File: src/verilog/nbu_map.svh
// Register map, field positions and timing counts of the 9-bit UART
// Operation
// [RULE1] Frame: start, eight data bits LSB first, ninth bit, stop.
// [RULE2] Transmitted ninth bit is the current tx_ninth_bit control value.
// [RULE3] Received ninth bit goes to rx_ninth_bit; stop bit not checked.
// [RULE4] Writing serial_buffer starts a frame carrying that byte.
// [RULE5] tx_done_flag sets at start of the stop bit.
// [RULE6] Frames are accepted only while receive enable is one.
// [RULE7] Load only if rx_done_flag is 0 and, when filtering, ninth is 1.
// [RULE8] Load writes byte, ninth bit, and sets rx_done_flag.
// [RULE9] Failed load leaves buffer, ninth bit and flag unchanged.
// [RULE10] Interrupt requested, if enabled, when either done flag sets.
// [RULE11] Fixed rate is clock/64, or clock/32 with baud_doubler set.
// [RULE12] baud_doubler resets to zero, selecting the slower rate.
// [RULE13] Variable-rate mode keeps frame, flags and load conditions.
// [RULE14] Variable rate comes from Timer 1 or Timer 2 overflow pulses.
// [RULE15] Timer 1: overflow/32, or /16 doubled; Timer 2: overflow/16.
// [RULE16] Receive and transmit rate sources are selected separately.
// [RULE17] Line idles high; start low, stop high; start on falling edge.
`ifndef NBU_MAP_SVH
`define NBU_MAP_SVH
`define NBU_OFS_CTRL 8'h00
`define NBU_OFS_BUF 8'h04
`define NBU_OFS_STAT 8'h08
`define NBU_OFS_MASK 8'h0C
`define NBU_OFS_PWR 8'h10
`define NBU_OFS_T2 8'h14
`define NBU_CTRL_RX9 2
`define NBU_CTRL_TX9 3
`define NBU_CTRL_RXEN 4
`define NBU_CTRL_FILTER 5
`define NBU_CTRL_VAR 6
`define NBU_STAT_RXDONE 0
`define NBU_STAT_TXDONE 1
`define NBU_PWR_DOUBLER 7
`define NBU_T2_TXSEL 4
`define NBU_T2_RXSEL 5
`define NBU_RST_BYTE 8'h00
`define NBU_RST_FLAGS 2'h0
`define NBU_OVERSAMPLE 16
`define NBU_FIXED_DIV_SLOW 64
`define NBU_FIXED_DIV_FAST 32
`define NBU_SAMPLE_MID 4'h7
`define NBU_SAMPLE_LAST 4'hF
`define NBU_LAST_DATA 4'h8
`define NBU_NINTH_IDX 4'h9
`define NBU_STOP_IDX 4'hA
`define NBU_RESP_OKAY 2'h0
`define NBU_RESP_SLVERR 2'h2
`endif

File: src/verilog/nbu_pkg.sv
// Types shared by the 9-bit UART modules
package nbu_pkg;
  // Rate configuration handed to the tick generator
  typedef struct packed {
    logic variableRate;
    logic doubler;
    logic rxFromT2;
    logic txFromT2;
  } nbu_rate_cfg_t;

  // Receiver states, one-hot
  typedef enum logic [3:0] {
    RX_IDLE = 4'h1,
    RX_START = 4'h2,
    RX_BITS = 4'h4,
    RX_STOP = 4'h8
  } nbu_rx_state_t;
endpackage

File: src/verilog/nbu_baud.sv
// Oversampling tick generator for receive and transmit directions
`include "nbu_map.svh"
module nbu_baud (
  input wire logic sys_clk, // System clock
  input wire logic rst, // Asynchronous reset, active high
  input wire nbu_pkg::nbu_rate_cfg_t cfg, // Rate configuration
  input wire logic t1Overflow, // Timer 1 overflow pulse
  input wire logic t2Overflow, // Timer 2 overflow pulse
  output logic [1:0] tick // Oversample enables: [0] receive, [1] transmit
);
  localparam int SLOW = `NBU_FIXED_DIV_SLOW / `NBU_OVERSAMPLE;
  localparam int FAST = `NBU_FIXED_DIV_FAST / `NBU_OVERSAMPLE;
  logic [4:0] fixedCnt;
  logic [4:0] fixedLast;
  logic fixedTick;
  logic t1Phase;
  logic t1Tick;

  // Fixed rate: 16 ticks per bit at clock/64 or clock/32
  assign fixedLast = cfg.doubler ? 5'(FAST - 1) : 5'(SLOW - 1); // see [RULE11]
  assign fixedTick = (fixedCnt >= fixedLast); // Recovers if period shrinks
  always_ff @(posedge sys_clk or posedge rst) begin
    if (rst) begin
      fixedCnt <= 5'h00;
    end else if (fixedTick) begin
      fixedCnt <= 5'h00;
    end else begin
      fixedCnt <= fixedCnt + 5'h01;
    end
  end

  // Timer 1 overflow halved unless doubled: bit rate overflow/32 or /16
  always_ff @(posedge sys_clk or posedge rst) begin
    if (rst) begin
      t1Phase <= 1'b0;
    end else if (t1Overflow) begin
      t1Phase <= ~t1Phase;
    end
  end
  assign t1Tick = t1Overflow && (cfg.doubler || t1Phase); // see [RULE15]

  // Per-direction source choice; Timer 2 gives overflow/16
  for (genvar d = 0; d < 2; d++) begin : g_dir
    logic fromT2;
    assign fromT2 = (d == 1) ? cfg.txFromT2 : cfg.rxFromT2; // see [RULE16]
    assign tick[d] = cfg.variableRate ?
      (fromT2 ? t2Overflow : t1Tick) : fixedTick; // see [RULE14]
  end
endmodule

File: src/verilog/nbu_tx.sv
// Transmit shifter for the 11-bit frame
`include "nbu_map.svh"
module nbu_tx (
  input wire logic sys_clk, // System clock
  input wire logic rst, // Asynchronous reset, active high
  input wire logic tick, // Oversample enable, 16 per bit
  input wire logic start, // Load pulse from buffer write
  input wire logic [7:0] data, // Byte to send
  input wire logic ninth, // Live ninth-bit control value
  output logic txLine, // Serial line out
  output logic busy, // Frame in progress
  output logic donePulse // One cycle at start of stop bit
);
  logic [7:0] shift;
  logic [3:0] cnt;
  logic [3:0] bitIdx;
  logic bitEnd;

  assign bitEnd = busy && tick && (cnt == `NBU_SAMPLE_LAST);

  // Frame sequencing: start low, data LSB first, ninth, stop high
  always_ff @(posedge sys_clk or posedge rst) begin
    if (rst) begin
      busy <= 1'b0;
      txLine <= 1'b1;
      shift <= `NBU_RST_BYTE;
      cnt <= 4'h0;
      bitIdx <= 4'h0;
      donePulse <= 1'b0;
    end else begin
      donePulse <= 1'b0;
      if (start && !busy) begin
        busy <= 1'b1; // see [RULE4]
        txLine <= 1'b0; // see [RULE17]
        shift <= data;
        cnt <= 4'h0;
        bitIdx <= 4'h0;
      end else if (busy && tick) begin
        cnt <= cnt + 4'h1;
        if (bitEnd) begin
          bitIdx <= bitIdx + 4'h1;
          if (bitIdx < `NBU_LAST_DATA) begin
            txLine <= shift[0]; // see [RULE1]
            shift <= {1'b0, shift[7:1]};
          end else if (bitIdx == `NBU_LAST_DATA) begin
            txLine <= ninth; // see [RULE2]
          end else if (bitIdx == `NBU_NINTH_IDX) begin
            txLine <= 1'b1;
            donePulse <= 1'b1; // see [RULE5]
          end else begin
            busy <= 1'b0;
          end
        end
      end
    end
  end

  a_tx_ninth_bit: assert property (@(posedge sys_clk) disable iff (rst)
    bitEnd && bitIdx == `NBU_LAST_DATA |=> txLine == $past(ninth)) // [RULE2]
    else $error("ninth bit not taken from control value");
  a_tx_done_stop: assert property (@(posedge sys_clk) disable iff (rst)
    donePulse |-> txLine && busy && bitIdx == `NBU_STOP_IDX) // [RULE5]
    else $error("done flag not at start of stop bit");
  a_tx_idle_high: assert property (@(posedge sys_clk) disable iff (rst)
    !busy |-> txLine) // [RULE17]
    else $error("line not high while idle");
endmodule

File: src/verilog/nbu_uart.sv
// 9-bit UART with AXI4-Lite registers, receiver and interrupt logic
`include "nbu_map.svh"
module nbu_uart #(
  parameter int ADDR_W = 8 // AXI address width
) (
  input wire logic sys_clk, // System clock, 200 MHz
  input wire logic rst, // Asynchronous reset, active high
  input wire logic [ADDR_W-1:0] awaddr, // Write address
  input wire logic awvalid, // Write address valid
  output logic awready, // Write address ready
  input wire logic [31:0] wdata, // Write data
  input wire logic [3:0] wstrb, // Write byte strobes
  input wire logic wvalid, // Write data valid
  output logic wready, // Write data ready
  output logic [1:0] bresp, // Write response
  output logic bvalid, // Write response valid
  input wire logic bready, // Write response ready
  input wire logic [ADDR_W-1:0] araddr, // Read address
  input wire logic arvalid, // Read address valid
  output logic arready, // Read address ready
  output logic [31:0] rdata, // Read data
  output logic [1:0] rresp, // Read response
  output logic rvalid, // Read data valid
  input wire logic rready, // Read data ready
  input wire logic t1Overflow, // Timer 1 overflow pulse
  input wire logic t2Overflow, // Timer 2 overflow pulse
  input wire logic rxPin, // Serial line in
  output logic txPin, // Serial line out
  output logic irq // Serial interrupt, level
);
  // Write channel holding registers
  logic awHeld;
  logic wHeld;
  logic [ADDR_W-1:0] wrAddr;
  logic [7:0] wrByte;
  logic wrLane;
  logic wrDo;
  logic wrMapped;
  logic rdMapped;
  // Register contents
  logic multiprocFilter;
  logic rxEnable;
  logic txNinthBit;
  logic rxNinthBit;
  logic variableRate;
  logic baudDoubler;
  logic rxRateSelect;
  logic txRateSelect;
  logic [7:0] serialBuffer;
  logic [1:0] status;
  logic [1:0] mask;
  logic [1:0] statusSet;
  logic [1:0] statusClr;
  // Datapath
  nbu_pkg::nbu_rate_cfg_t rateCfg;
  logic [1:0] tick;
  logic txStart;
  logic txBusy;
  logic txDone;
  logic rxSync1;
  logic rxSync2;
  logic rxSync3;
  logic rxLine;
  logic rxPrev;
  nbu_pkg::nbu_rx_state_t rxState;
  logic [3:0] rxCnt;
  logic [3:0] rxBitIdx;
  logic [8:0] rxShift;
  logic rxFrameEnd;
  logic rxLoad;

  function automatic logic isMapped(input logic [ADDR_W-1:0] a);
    logic [7:0] o;
    o = a[7:0];
    isMapped = (o == `NBU_OFS_CTRL) || (o == `NBU_OFS_BUF) ||
      (o == `NBU_OFS_STAT) || (o == `NBU_OFS_MASK) ||
      (o == `NBU_OFS_PWR) || (o == `NBU_OFS_T2);
  endfunction

  // Address and data are taken independently, in either order
  assign awready = !awHeld && !bvalid;
  assign wready = !wHeld && !bvalid;
  assign wrDo = awHeld && wHeld && !bvalid;
  assign wrMapped = isMapped(wrAddr);
  always_ff @(posedge sys_clk or posedge rst) begin
    if (rst) begin
      awHeld <= 1'b0;
      wHeld <= 1'b0;
      wrAddr <= '0;
      wrByte <= `NBU_RST_BYTE;
      wrLane <= 1'b0;
    end else begin
      if (awvalid && awready) begin
        awHeld <= 1'b1;
        wrAddr <= awaddr;
      end else if (wrDo) begin
        awHeld <= 1'b0;
      end
      if (wvalid && wready) begin
        wHeld <= 1'b1;
        wrByte <= wdata[7:0];
        wrLane <= wstrb[0];
      end else if (wrDo) begin
        wHeld <= 1'b0;
      end
    end
  end

  // Write response follows both halves by one cycle
  always_ff @(posedge sys_clk or posedge rst) begin
    if (rst) begin
      bvalid <= 1'b0;
      bresp <= `NBU_RESP_OKAY;
    end else if (wrDo) begin
      bvalid <= 1'b1;
      bresp <= wrMapped ? `NBU_RESP_OKAY : `NBU_RESP_SLVERR;
    end else if (bready) begin
      bvalid <= 1'b0;
    end
  end

  // Control, power and rate-select registers, low byte lane only
  always_ff @(posedge sys_clk or posedge rst) begin
    if (rst) begin
      multiprocFilter <= 1'b0;
      rxEnable <= 1'b0;
      txNinthBit <= 1'b0;
      variableRate <= 1'b0;
      baudDoubler <= 1'b0; // see [RULE12]
      rxRateSelect <= 1'b0;
      txRateSelect <= 1'b0;
      mask <= `NBU_RST_FLAGS;
    end else if (wrDo && wrLane) begin
      unique case (wrAddr[7:0])
        `NBU_OFS_CTRL: begin
          multiprocFilter <= wrByte[`NBU_CTRL_FILTER];
          rxEnable <= wrByte[`NBU_CTRL_RXEN]; // see [RULE6]
          txNinthBit <= wrByte[`NBU_CTRL_TX9];
          variableRate <= wrByte[`NBU_CTRL_VAR]; // see [RULE13]
        end
        `NBU_OFS_PWR: baudDoubler <= wrByte[`NBU_PWR_DOUBLER];
        `NBU_OFS_T2: begin
          rxRateSelect <= wrByte[`NBU_T2_RXSEL]; // see [RULE16]
          txRateSelect <= wrByte[`NBU_T2_TXSEL];
        end
        `NBU_OFS_MASK: mask <= wrByte[1:0];
        default: ;
      endcase
    end
  end

  // Read channel: data registered, unmapped answers SLVERR
  assign arready = !rvalid;
  assign rdMapped = isMapped(araddr);
  always_ff @(posedge sys_clk or posedge rst) begin
    if (rst) begin
      rvalid <= 1'b0;
      rdata <= 32'h0000_0000;
      rresp <= `NBU_RESP_OKAY;
    end else if (arvalid && arready) begin
      rvalid <= 1'b1;
      rresp <= rdMapped ? `NBU_RESP_OKAY : `NBU_RESP_SLVERR;
      rdata <= 32'h0000_0000;
      unique case (araddr[7:0])
        `NBU_OFS_CTRL: begin
          rdata[`NBU_CTRL_FILTER] <= multiprocFilter;
          rdata[`NBU_CTRL_RXEN] <= rxEnable;
          rdata[`NBU_CTRL_TX9] <= txNinthBit;
          rdata[`NBU_CTRL_RX9] <= rxNinthBit;
          rdata[`NBU_CTRL_VAR] <= variableRate;
        end
        `NBU_OFS_BUF: rdata[7:0] <= serialBuffer;
        `NBU_OFS_STAT: rdata[1:0] <= status;
        `NBU_OFS_MASK: rdata[1:0] <= mask;
        `NBU_OFS_PWR: rdata[`NBU_PWR_DOUBLER] <= baudDoubler;
        `NBU_OFS_T2: begin
          rdata[`NBU_T2_RXSEL] <= rxRateSelect;
          rdata[`NBU_T2_TXSEL] <= txRateSelect;
        end
        default: ;
      endcase
    end else if (rready) begin
      rvalid <= 1'b0;
    end
  end

  // Tick generation per direction
  assign rateCfg = '{variableRate: variableRate, doubler: baudDoubler,
    rxFromT2: rxRateSelect, txFromT2: txRateSelect};
  nbu_baud u_baud (
    .sys_clk(sys_clk),
    .rst(rst),
    .cfg(rateCfg),
    .t1Overflow(t1Overflow),
    .t2Overflow(t2Overflow),
    .tick(tick)
  );

  // Buffer write launches a frame; ignored while one is under way
  assign txStart = wrDo && wrLane &&
    (wrAddr[7:0] == `NBU_OFS_BUF); // see [RULE4]
  nbu_tx u_tx (
    .sys_clk(sys_clk),
    .rst(rst),
    .tick(tick[1]),
    .start(txStart),
    .data(wrByte),
    .ninth(txNinthBit),
    .txLine(txPin),
    .busy(txBusy),
    .donePulse(txDone)
  );

  // Line synchroniser; a change counts once stages two and three agree
  always_ff @(posedge sys_clk or posedge rst) begin
    if (rst) begin
      rxSync1 <= 1'b1;
      rxSync2 <= 1'b1;
      rxSync3 <= 1'b1;
      rxLine <= 1'b1;
      rxPrev <= 1'b1;
    end else begin
      rxSync1 <= rxPin;
      rxSync2 <= rxSync1;
      rxSync3 <= rxSync2;
      if (rxSync2 == rxSync3) begin
        rxLine <= rxSync3;
      end
      rxPrev <= rxLine;
    end
  end

  // Receiver: detect start, sample mid-bit, shift nine bits, skip stop
  assign rxFrameEnd = (rxState == nbu_pkg::RX_STOP) && tick[0] &&
    (rxCnt == `NBU_SAMPLE_LAST);
  always_ff @(posedge sys_clk or posedge rst) begin
    if (rst) begin
      rxState <= nbu_pkg::RX_IDLE;
      rxCnt <= 4'h0;
      rxBitIdx <= 4'h0;
      rxShift <= 9'h000;
    end else begin
      unique case (rxState)
        nbu_pkg::RX_IDLE: begin
          if (rxEnable && rxPrev && !rxLine) begin // see [RULE6] [RULE17]
            rxState <= nbu_pkg::RX_START;
            rxCnt <= 4'h0;
          end
        end
        nbu_pkg::RX_START: begin
          if (tick[0]) begin
            rxCnt <= rxCnt + 4'h1;
            if (rxCnt == `NBU_SAMPLE_MID) begin
              rxCnt <= 4'h0;
              rxBitIdx <= 4'h0;
              rxState <= rxLine ? nbu_pkg::RX_IDLE : nbu_pkg::RX_BITS;
            end
          end
        end
        nbu_pkg::RX_BITS: begin
          if (tick[0]) begin
            rxCnt <= rxCnt + 4'h1;
            if (rxCnt == `NBU_SAMPLE_LAST) begin
              rxShift <= {rxLine, rxShift[8:1]}; // see [RULE1]
              rxBitIdx <= rxBitIdx + 4'h1;
              if (rxBitIdx == `NBU_LAST_DATA) begin
                rxState <= nbu_pkg::RX_STOP;
              end
            end
          end
        end
        nbu_pkg::RX_STOP: begin
          if (tick[0]) begin
            rxCnt <= rxCnt + 4'h1;
            if (rxFrameEnd) begin
              rxState <= nbu_pkg::RX_IDLE; // see [RULE3]
            end
          end
        end
        default: rxState <= nbu_pkg::RX_IDLE;
      endcase
    end
  end

  // Load only into an empty buffer, and only addresses when filtering
  assign rxLoad = rxFrameEnd && !status[`NBU_STAT_RXDONE] &&
    (!multiprocFilter || rxShift[8]); // see [RULE7]
  always_ff @(posedge sys_clk or posedge rst) begin
    if (rst) begin
      serialBuffer <= `NBU_RST_BYTE;
      rxNinthBit <= 1'b0;
    end else if (rxLoad) begin
      serialBuffer <= rxShift[7:0]; // see [RULE8] [RULE9]
      rxNinthBit <= rxShift[8]; // see [RULE3]
    end
  end

  // Done flags: hardware set wins over a write-one clear
  assign statusSet = {txDone, rxLoad};
  assign statusClr = (wrDo && wrLane && wrAddr[7:0] == `NBU_OFS_STAT) ?
    wrByte[1:0] : 2'h0;
  always_ff @(posedge sys_clk or posedge rst) begin
    if (rst) begin
      status <= `NBU_RST_FLAGS;
    end else begin
      status <= (status & ~statusClr) | statusSet; // see [RULE5] [RULE8]
    end
  end
  assign irq = |(status & mask); // see [RULE10]

  a_load_sets_done: assert property (@(posedge sys_clk) disable iff (rst)
    rxLoad |=> status[`NBU_STAT_RXDONE] &&
      serialBuffer == $past(rxShift[7:0]) &&
      rxNinthBit == $past(rxShift[8])) // [RULE8]
    else $error("accepted frame not loaded");
  a_load_needs_empty: assert property (@(posedge sys_clk) disable iff (rst)
    rxLoad |-> !status[`NBU_STAT_RXDONE] &&
      (!multiprocFilter || rxShift[8])) // [RULE7]
    else $error("frame loaded against the load conditions");
  a_discard_holds: assert property (@(posedge sys_clk) disable iff (rst)
    rxFrameEnd && !rxLoad |=> $stable(serialBuffer) &&
      $stable(rxNinthBit)) // [RULE9]
    else $error("discarded frame changed the buffer");
  a_frame_ends_idle: assert property (@(posedge sys_clk) disable iff (rst)
    rxFrameEnd |=> rxState == nbu_pkg::RX_IDLE) // [RULE3]
    else $error("receiver did not finish at stop bit");
  a_rx_enable_gate: assert property (@(posedge sys_clk) disable iff (rst)
    rxState == nbu_pkg::RX_IDLE ##1 rxState == nbu_pkg::RX_START
      |-> $past(rxEnable)) // [RULE6]
    else $error("frame started while receiver disabled");
  a_irq_on_flag: assert property (@(posedge sys_clk) disable iff (rst)
    (rxLoad && mask[`NBU_STAT_RXDONE]) ||
      (txDone && mask[`NBU_STAT_TXDONE]) |=> irq) // [RULE10]
    else $error("enabled done flag raised no interrupt");
  a_tx_starts_now: assert property (@(posedge sys_clk) disable iff (rst)
    txStart && !txBusy |=> txBusy && !txPin) // [RULE4]
    else $error("buffer write did not start a frame");
  a_fixed_slow_rate: assert property (@(posedge sys_clk) disable iff (rst)
    !variableRate && !baudDoubler && tick[1] ##1
      (!variableRate && !baudDoubler)[*4]
      |-> tick[1] && !$past(tick[1]) && !$past(tick[1], 2) &&
        !$past(tick[1], 3)) // [RULE11]
    else $error("fixed slow tick spacing wrong");
  a_fixed_fast_rate: assert property (@(posedge sys_clk) disable iff (rst)
    !variableRate && baudDoubler && tick[0] ##1
      (!variableRate && baudDoubler)[*2]
      |-> tick[0] && !$past(tick[0])) // [RULE11]
    else $error("fixed fast tick spacing wrong");
  a_doubler_reset: assert property (@(posedge sys_clk)
    $fell(rst) |-> !baudDoubler) // [RULE12]
    else $error("baud doubler not clear after reset");
  a_t2_rate_source: assert property (@(posedge sys_clk) disable iff (rst)
    variableRate && rxRateSelect |-> tick[0] == t2Overflow) // [RULE16]
    else $error("receive rate not from Timer 2");
  a_t1_halved: assert property (@(posedge sys_clk) disable iff (rst)
    variableRate && !baudDoubler && !txRateSelect && tick[1] ##1
      !t1Overflow ##1 t1Overflow && variableRate && !baudDoubler &&
      !txRateSelect |-> !tick[1]) // [RULE15]
    else $error("Timer 1 overflow not halved");
endmodule
File: config.mk
export PLATFORM = sky130hd
export DESIGN_NAME = nbu_uart
export DESIGN_NICKNAME = d
export VERILOG_FILES = /design/src/verilog/nbu_pkg.sv /design/src/verilog/nbu_baud.sv /design/src/verilog/nbu_tx.sv /design/src/verilog/nbu_uart.sv
export VERILOG_INCLUDE_DIRS = /design/src /design/src/verilog
export SDC_FILE = /design/constraint.sdc
export NUM_CORES = 1
export LEC_CHECK = 0
export BUFFER_PORTS_ARGS = -buffer_cell sky130_fd_sc_hd__buf_2
export CAP_MARGIN = 30
export CORE_ASPECT_RATIO = 1.1
export CORE_MARGIN = 10
export CORE_UTILIZATION = 55
export DETAILED_ROUTE_END_ITERATION = 10
export GPL_ROUTABILITY_DRIVEN = 0
export HOLD_SLACK_MARGIN = 0.03
export PLACE_DENSITY = 0.8
export SYNTH_ARGS = -nofsm -noshare
export SYNTH_HDL_FRONTEND = slang
export SYNTH_HIERARCHICAL = 1
export SYNTH_SLANG_ARGS = --single-unit
File: constraint.sdc
create_clock -name sys_clk -period 3.27 [get_ports sys_clk]
set_clock_uncertainty 0.1 [all_clocks]
set_input_delay 0.4905 -clock sys_clk [delete_from_list [all_inputs] [get_ports sys_clk]]
set_output_delay 0.4905 -clock sys_clk [all_outputs]
set_load 0.01 [all_outputs]
==> metrics.csv, run 1 <==
stage,metric,value,unit
worst_setup_path,cp_data_required_time,3430,ps
clocking,clockBufferDepth,2,
sta,max_freq,0.369,GHz
synth,synth_xor_area_share,1.40,%
synth,syn_area_per_cell,11.2,um^2
global_routing,grt-ovfl-total,0,
sta,timing.final.ws_setup,561,ps
worst_setup_path,crit_path_top_delay_cell,or4_1,
sta,final_max_slew_viol_count,0,
power_and_ir_drop,p_total,0.00340,W
final_layout,antenna_cells,0,
synth,yosysWarnings,6,
final_layout,fin_nets,571,
global_routing,grt_max_degree,41,
worst_setup_path,endpoint_kind,flip-flop,
final_layout,syn2layout_area_growth,9.45,%
clocking,clock_latency,370,ps
routing,wire_per_inst,16.6,um
clocking,hold_buffers,1,
min_path,worstHoldStart,rxPin,
clocking,cts_setup_buffers,0,
synth,synth_flop_cell,dfrtp_1,
worst_setup_path,ff2ff_setup_slack,560,ps
final_layout,drive_gt1_share,29.7,%
synth,syn_inst,448,
worst_setup_path,critPathLaunch,baudDoubler$_DFFE_PP0P_,
worst_setup_path,rr_startpoint,baudDoubler$_DFFE_PP0P_,
synth,synth_compound_area_share,9.82,%
synth,ys_types,66,
floorplanning,ioPinCount,105,
clocking,htreeDepth,3,
sta,post-route-period-util,82.8,%
clocking,cts_buffers,9,
synth,synth_area,5010,um^2
power_and_ir_drop,ir_drop,0.372,mV
min_path,hold_class,in -> reg,
sta,worst_slew_pin_slew,802,ps
clocking,ctsResizeCount,0,
clocking,cts_tree,yes,
synth,synth_top_family_by_area,simple AND/OR/NAND/NOR gates,
sta,relSlewSlack,46.4,%
worst_setup_path,worst_ep_arrival_time,2870,ps
clocking,clock_sinks,102,
placed_design,port-buffer-count,51,
synth,synth_mux_area_share,12.4,%
clocking,clkTransAtPathRegs,100,ps
min_path,hold-path-endpoint,rxSync1$_DFF_PP1_,
power_and_ir_drop,leakage,2.54,nW
sta,whs,109,ps
placed_design,place_hpwl,7880,um
worst_setup_path,ff2ff_path_depth,6,
synth,synth-seq-cells,102,
worst_setup_path,cp_cell_sequence,ha_1 -> a211oi_2 -> a21oi_1 -> nand4_1 -> or4_1 -> mux2_2,
floorplanning,coreArea,8870,um^2
global_routing,grt_pass1_wl,17300,um
sta,fin_crit,2710,ps
worst_setup_path,r2r-end,serialBuffer[4]$_DFFE_PP0P_,
clocking,root_buffer,clkbuf_8,
global_routing,grt_pass1_vias,3590,
synth,synth_simple_gate_area_share,16.0,%
synth,synth_enable_flop_cells,0,
global_routing,grt_usage,15.5,%
routing,wl,10300,um
sta,setup_viol,0,
routing,drt_first_pass_iters,5,
sta,hold_viol_final,0,
sta,grt_setup_unrepaired,false,
routing,vias,3496,
worst_setup_path,cp_max_fo,10,
final_layout,fillCellCount,734,
worst_setup_path,path_class,reg -> reg,
placed_design,pre_cts_ws,544,ps
worst_setup_path,crit_path_start_kind,flip-flop,
routing,drc,0,
synth,synth_adder_area_share,2.45,%
routing,via_per_inst,5.65,
routing,detail-route-antenna-nets,0,
global_routing,grt_antenna_before_repair,0,
synth,yosysSeqAreaShare,51.1,%
floorplanning,dieArea,13300,um^2
worst_setup_path,max_stage_delay,740,ps
power_and_ir_drop,power_density,621,nW/um^2
floorplanning,dieHeight,120,um
synth,async_flop_share,100,%
floorplanning,die_x,111,um
floorplanning,initial_core_util,56.4,%
outcome,outcome,"complete, no violations",
min_path,hold_depth,1,
sta,fin_tns_setup,0,ps
floorplanning,rows,36,
routing,drt_iter0_drc,154,
run,drv_cap,0,
-- final cells by class --
cell class / instances / area (um^2) / area share (%)
clock inverters: 7 / 57.6 / 1.05
multi-input cells: 311 / 2210 / 40.3
inverters: 19 / 71.3 / 1.30
flip-flops and latches: 102 / 2560 / 46.7
repair buffers: 57 / 315 / 5.75
clock buffers: 9 / 124 / 2.26
well taps: 114 / 143 / 2.60
-- worst max path at each step --
stage / endpoint / cells past startpoint
CTS: serialBuffer[5]$_DFFE_PP0P_ / 6
detailed placement: serialBuffer[3]$_DFFE_PP0P_ / 7
global route: u_tx/shift[3]$_DFFE_PP0P_ / 6
floorplan: awHeld$_DFFE_PP0P_ / 1
finish: serialBuffer[4]$_DFFE_PP0P_ / 6
global placement: serialBuffer[1]$_DFFE_PP0P_ / 7
-- per-stage QoR --
stage / cells / util (%) / area, um^2
after floorplan: 474 / - / 5100
after global placement: 602 / 59.6 / 5290
after detailed placement: 602 / 59.6 / 5290
after CTS: 619 / 61.8 / 5480
after global routing: 619 / 61.8 / 5480
final: 619 / 61.8 / 5480
-- routing by layer --
| layer | track usage, % | share of wire (%) |
|---|---|---|
| met1 | 18.6 | 42 |
| met2 | 26.6 | 51 |
| met3 | 3.24 | 5.4 |
| met4 | 6.35 | 1.2 |
| met5 | 0 | 0 |
-- kinds of logic (layout without fill, tap and decap cells) --
kind of cell	after synthesis	in the layout
and+or+nand+nor	139	139
xor gates and xnor gates	8	8
adders and majority gates	10	10
other	2	28
DFF	102	102
AOI/OAI and AO/OA	71	71
buffers and inverters	61	92
muxes	55	55
-- critical path, delay by kind of cell, from the launching register on --
kind	cells	cell delay (ps)
simple gates	2	910
fa+ha+maj	1	370
flops	1	450
compound gates	2	390
mux	1	360
-- state kept, by name, summed over array words and instances (netlist names), 5 cells and up --
| name | cells |
|---|---|
| wrByte | 8 |
| u_baud/fixedCnt | 5 |
| rdata | 8 |
| rxShift | 9 |
| wrAddr | 8 |
| u_tx/shift | 8 |
| serialBuffer | 8 |
-- cells in the mapped netlist (5+ instances only) --
library cell,count,area [um^2]
nor2_1,18,67.6
nand3_1,22,110
o31ai_1,7,52.6
nor2b_1,5,31.3
inv_1,19,71.3
a22oi_1,7,52.6
a21oi_1,9,45.0
clkbuf_1,9,33.8
ha_1,9,113
o211ai_1,8,60.1
buf_4,26,195
nand2b_1,6,37.5
dfstp_2,7,184
dfrtp_1,95,2380
mux2_2,51,574
buf_2,6,30.0
nand2_1,41,154
a22o_1,5,43.8
o21ai_0,16,80.1
-- layout by cell type (no fill, tap or decap), drive strengths merged, types with 10 or more instances in the layout --
| cell type | Yosys | layout |
|---|---|---|
| buf | 32 | 56 |
| nand3 | 22 | 22 |
| nor2 | 18 | 18 |
| o21ai | 17 | 17 |
| conb | 2 | 28 |
| nand2 | 42 | 42 |
| mux2 | 52 | 52 |
| inv | 19 | 21 |
| dfrtp | 95 | 95 |
| a21oi | 10 | 10 |
-- power breakdown --
| part | internal (W) | switching [W] |
|---|---|---|
| clock | 0.000286 | 0.000456 |
| combinational | 0.000403 | 0.000409 |
| sequential | 0.00153 | 0.000322 |
(Power assumes the default switching activity.)
==> run 2, diff against run 1 <==
--- a/config.mk
+++ b/config.mk
@@ -10,11 +10,11 @@
 export CAP_MARGIN = 30
 export CORE_ASPECT_RATIO = 1.1
 export CORE_MARGIN = 10
-export CORE_UTILIZATION = 55
+export CORE_UTILIZATION = 50
 export DETAILED_ROUTE_END_ITERATION = 10
 export GPL_ROUTABILITY_DRIVEN = 0
 export HOLD_SLACK_MARGIN = 0.03
-export PLACE_DENSITY = 0.8
+export PLACE_DENSITY = 0.77
 export SYNTH_ARGS = -nofsm -noshare
 export SYNTH_HDL_FRONTEND = slang
 export SYNTH_HIERARCHICAL = 1
==> constraint.sdc (replaced) <==
create_clock -name sys_clk -period 2.31 [get_ports sys_clk]
set_clock_uncertainty 0.1 [all_clocks]
set_input_delay 0.3465 -clock sys_clk [delete_from_list [all_inputs] [get_ports sys_clk]]
set_output_delay 0.3465 -clock sys_clk [all_outputs]
set_load 0.01 [all_outputs]
==> run 2 against run 1 <==
  * The run now ends with negative setup slack left
  * Sequential power increased by 41%
  * Clock-buffer cell count grew 1
  * Fmax increased by 16%
  * Clock power grew 54%
  * Die area is 8.2% higher
  * First-iteration DRC count up 27%
  * Sequential share of layout area decreased by 2.9 points
  * Via count grew 3.0%
  * Critical path type unchanged
  * Critical endpoint is now u_tx/bitIdx[1]$_DFFE_PP0P_
  * Largest cell class unchanged
==> metrics.csv, run 2 (same netlist as run 1, synthesis figures left out) <==
stage,metric,value,unit
final_layout,antenna_cells,0,
worst_setup_path,max_stage_delay,540,ps
min_path,hold_class,in -> reg,
placed_design,placed_area,5480,um^2
final_layout,layout_common_cells,"dfrtp_1, buf_2, mux2_2, nand2_1, conb_1",
sta,relSlewSlack,51.7,%
global_routing,grt_pass1_vias,3646,
sta,grt_setup_unrepaired,true,
final_layout,final_cell_area,5840,um^2
sta,worst_slew_pin_slew,723,ps
sta,whs,41.2,ps
power_and_ir_drop,p_sw,0.00172,W
power_and_ir_drop,p_seq_share,51.7,%
sta,final_max_slew_viol_count,0,
sta,hold_viol_final,0,
global_routing,grt_max_degree,43,
clocking,cts_tree,yes,
clocking,clock_latency,370,ps
clocking,clockBufferDepth,2,
global_routing,grt-ovfl-total,0,
final_layout,syn2layout_area_growth,16.7,%
worst_setup_path,worst_ep_arrival_time,2510,ps
clocking,clock_sinks,102,
floorplanning,dieHeight,125,um
power_and_ir_drop,p_clk_share,22.6,%
worst_setup_path,path_class,reg -> reg,
outcome,outcome,finished with violations,
sta,timing.final.ws_setup,-34.5,ps
global_routing,grt_usage,15.0,%
floorplanning,ioPinCount,105,
power_and_ir_drop,ir_drop,0.612,mV
final_layout,largest_reg_flops,9,
final_layout,fillCellCount,824,
worst_setup_path,ff2ff_path_depth,6,
placed_design,port-buffer-count,51,
sta,setup_viol,9,
routing,wl,10800,um
placed_design,place_hpwl,7980,um
worst_setup_path,crit_path_top_delay_cell,or4_4,
sta,fin_crit,2340,ps
worst_setup_path,r2r-end,u_tx/bitIdx[1]$_DFFE_PP0P_,
worst_setup_path,endpoint_kind,flip-flop,
min_path,hold-path-endpoint,bvalid$_DFFE_PP0P_,
floorplanning,rows,38,
worst_setup_path,cp_data_required_time,2480,ps
worst_setup_path,cp_common_cell,or4_4,
final_layout,top_register,rxShift,
worst_setup_path,cp_cell_sequence,or4_4 -> or4_4 -> nor3b_4 -> nor2b_4 -> nor2_1 -> mux2_4,
min_path,hold_depth,2,
outcome,violations,negative setup slack,
routing,wire_per_inst,16.6,um
floorplanning,coreArea,9840,um^2
power_and_ir_drop,combPwrFrac,25.8,%
worst_setup_path,ff2ff_setup_slack,-30,ps
routing,drc,0,
placed_design,pre_cts_ws,-87.6,ps
min_path,worstHoldStart,bready,
clocking,root_buffer,clkbuf_8,
power_and_ir_drop,p_int,0.00333,W
final_layout,drive_gt1_share,35.2,%
clocking,clkTransAtPathRegs,100,ps
worst_setup_path,rr_startpoint,wrAddr[1]$_DFFE_PP0P_,
floorplanning,die_x,115,um
sta,post-route-period-util,101,%
global_routing,grt_antenna_before_repair,0,
sta,max_freq,0.427,GHz
power_and_ir_drop,power_density,864,nW/um^2
final_layout,final_common_cell,dfrtp_1,
worst_setup_path,crit_path_start_kind,flip-flop,
routing,drt_iter0_drc,196,
routing,drt_first_pass_iters,4,
routing,vias,3601,
run,drv_cap,0,
power_and_ir_drop,leakage,2.72,nW
clocking,htreeDepth,3,
routing,detail-route-antenna-nets,0,
routing,via_per_inst,5.53,
final_layout,fin_nets,597,
worst_setup_path,cp_max_fo,3,
power_and_ir_drop,swShare,34.0,%
clocking,cts_buffers,9,
floorplanning,dieArea,14400,um^2
floorplanning,initial_core_util,50.9,%
global_routing,grt_pass1_wl,17600,um
[run 2: changes by cell type in the layout (fill, tap and decap cells not counted), sizes merged]
cell         before  now
clkbuf            9   10
bufinv            0    1
clkinv            3    2
dlygate4sd3       1    2
inv              21   20
buf              56   81
[run 2: worst max path at each step]
stage,from,to,depth (start not counted)
after global placement,wrAddr[1]$_DFFE_PP0P_,u_tx/shift[2]$_DFFE_PP0P_,7
after global routing,wrAddr[1]$_DFFE_PP0P_,u_tx/shift[1]$_DFFE_PP0P_,7
after detailed placement,wrAddr[1]$_DFFE_PP0P_,u_tx/shift[1]$_DFFE_PP0P_,7
after floorplan,wrAddr[1]$_DFFE_PP0P_,u_tx/bitIdx[1]$_DFFE_PP0P_,7
after CTS,wrAddr[1]$_DFFE_PP0P_,u_tx/bitIdx[1]$_DFFE_PP0P_,6
final,wrAddr[1]$_DFFE_PP0P_,u_tx/bitIdx[1]$_DFFE_PP0P_,6
[run 2: stage by stage]
| step | TNS (ps) | total power (W) | util (%) | instances |
|---|---|---|---|---|
| detailed placement | -1360 | 0.00388 | 55.7 | 629 |
| global placement | -804 | 0.00379 | 55.7 | 629 |
| global route | -2540 | 0.00537 | 59.4 | 651 |
| CTS | -267 | 0.00504 | 58.3 | 647 |
| floorplan | -101 | 0.00347 | - | 474 |
| finish | -148 | 0.00505 | 59.4 | 651 |
[run 2: critical path: cells and delay by family, from the launching register on]
kind,cells,cell delay (ps)
flip-flops,1,390
multiplexers,1,250
AND/OR/NAND/NOR,5,1500
[run 2: what timing repair did]
item | CTS | global route
endpoints found under the hold margin | 21 | 0
pin swaps | 4 | 4
cloned | 0 | 1
setup buffers | 0 | 3
hold buffers | 2 | 0
gates resized for setup | 9 | 28
setup endpoints to repair | 38 | 46
[run 2: layout make-up]
class | count | area (um^2) | share of cell area (%)
Sequential cell | 102 | 2560 | 43.8
Multi-Input combinational cell | 311 | 2330 | 39.8
Clock buffer | 10 | 128 | 2.18
Inverter | 19 | 75.1 | 1.28
Clock inverter | 6 | 68.8 | 1.18
Timing Repair Buffer | 83 | 532 | 9.10
Tap cell | 120 | 150 | 2.57
[run 2: per-layer routing]
| layer | global-route usage, % | up-vias | wire length (um) |
|---|---|---|---|
| li1 | - | 1701 | - |
| met1 | 18.3 | 1798 | 4460 |
| met2 | 24.6 | 86 | 5440 |
| met3 | 3.30 | 16 | 653 |
| met4 | 7.24 | 0 | 244 |
| met5 | 0 | - | 0 |
[run 2: power groups by stage]
stage                     clock network [W]  registers, W  logic (W)
after CTS                           0.00117       0.00260    0.00127
after floorplan                           0       0.00246    0.00101
after global routing                0.00124       0.00268    0.00145
after detailed placement                  0       0.00263    0.00125
final                               0.00114       0.00261    0.00130
after global placement                    0       0.00260    0.00119
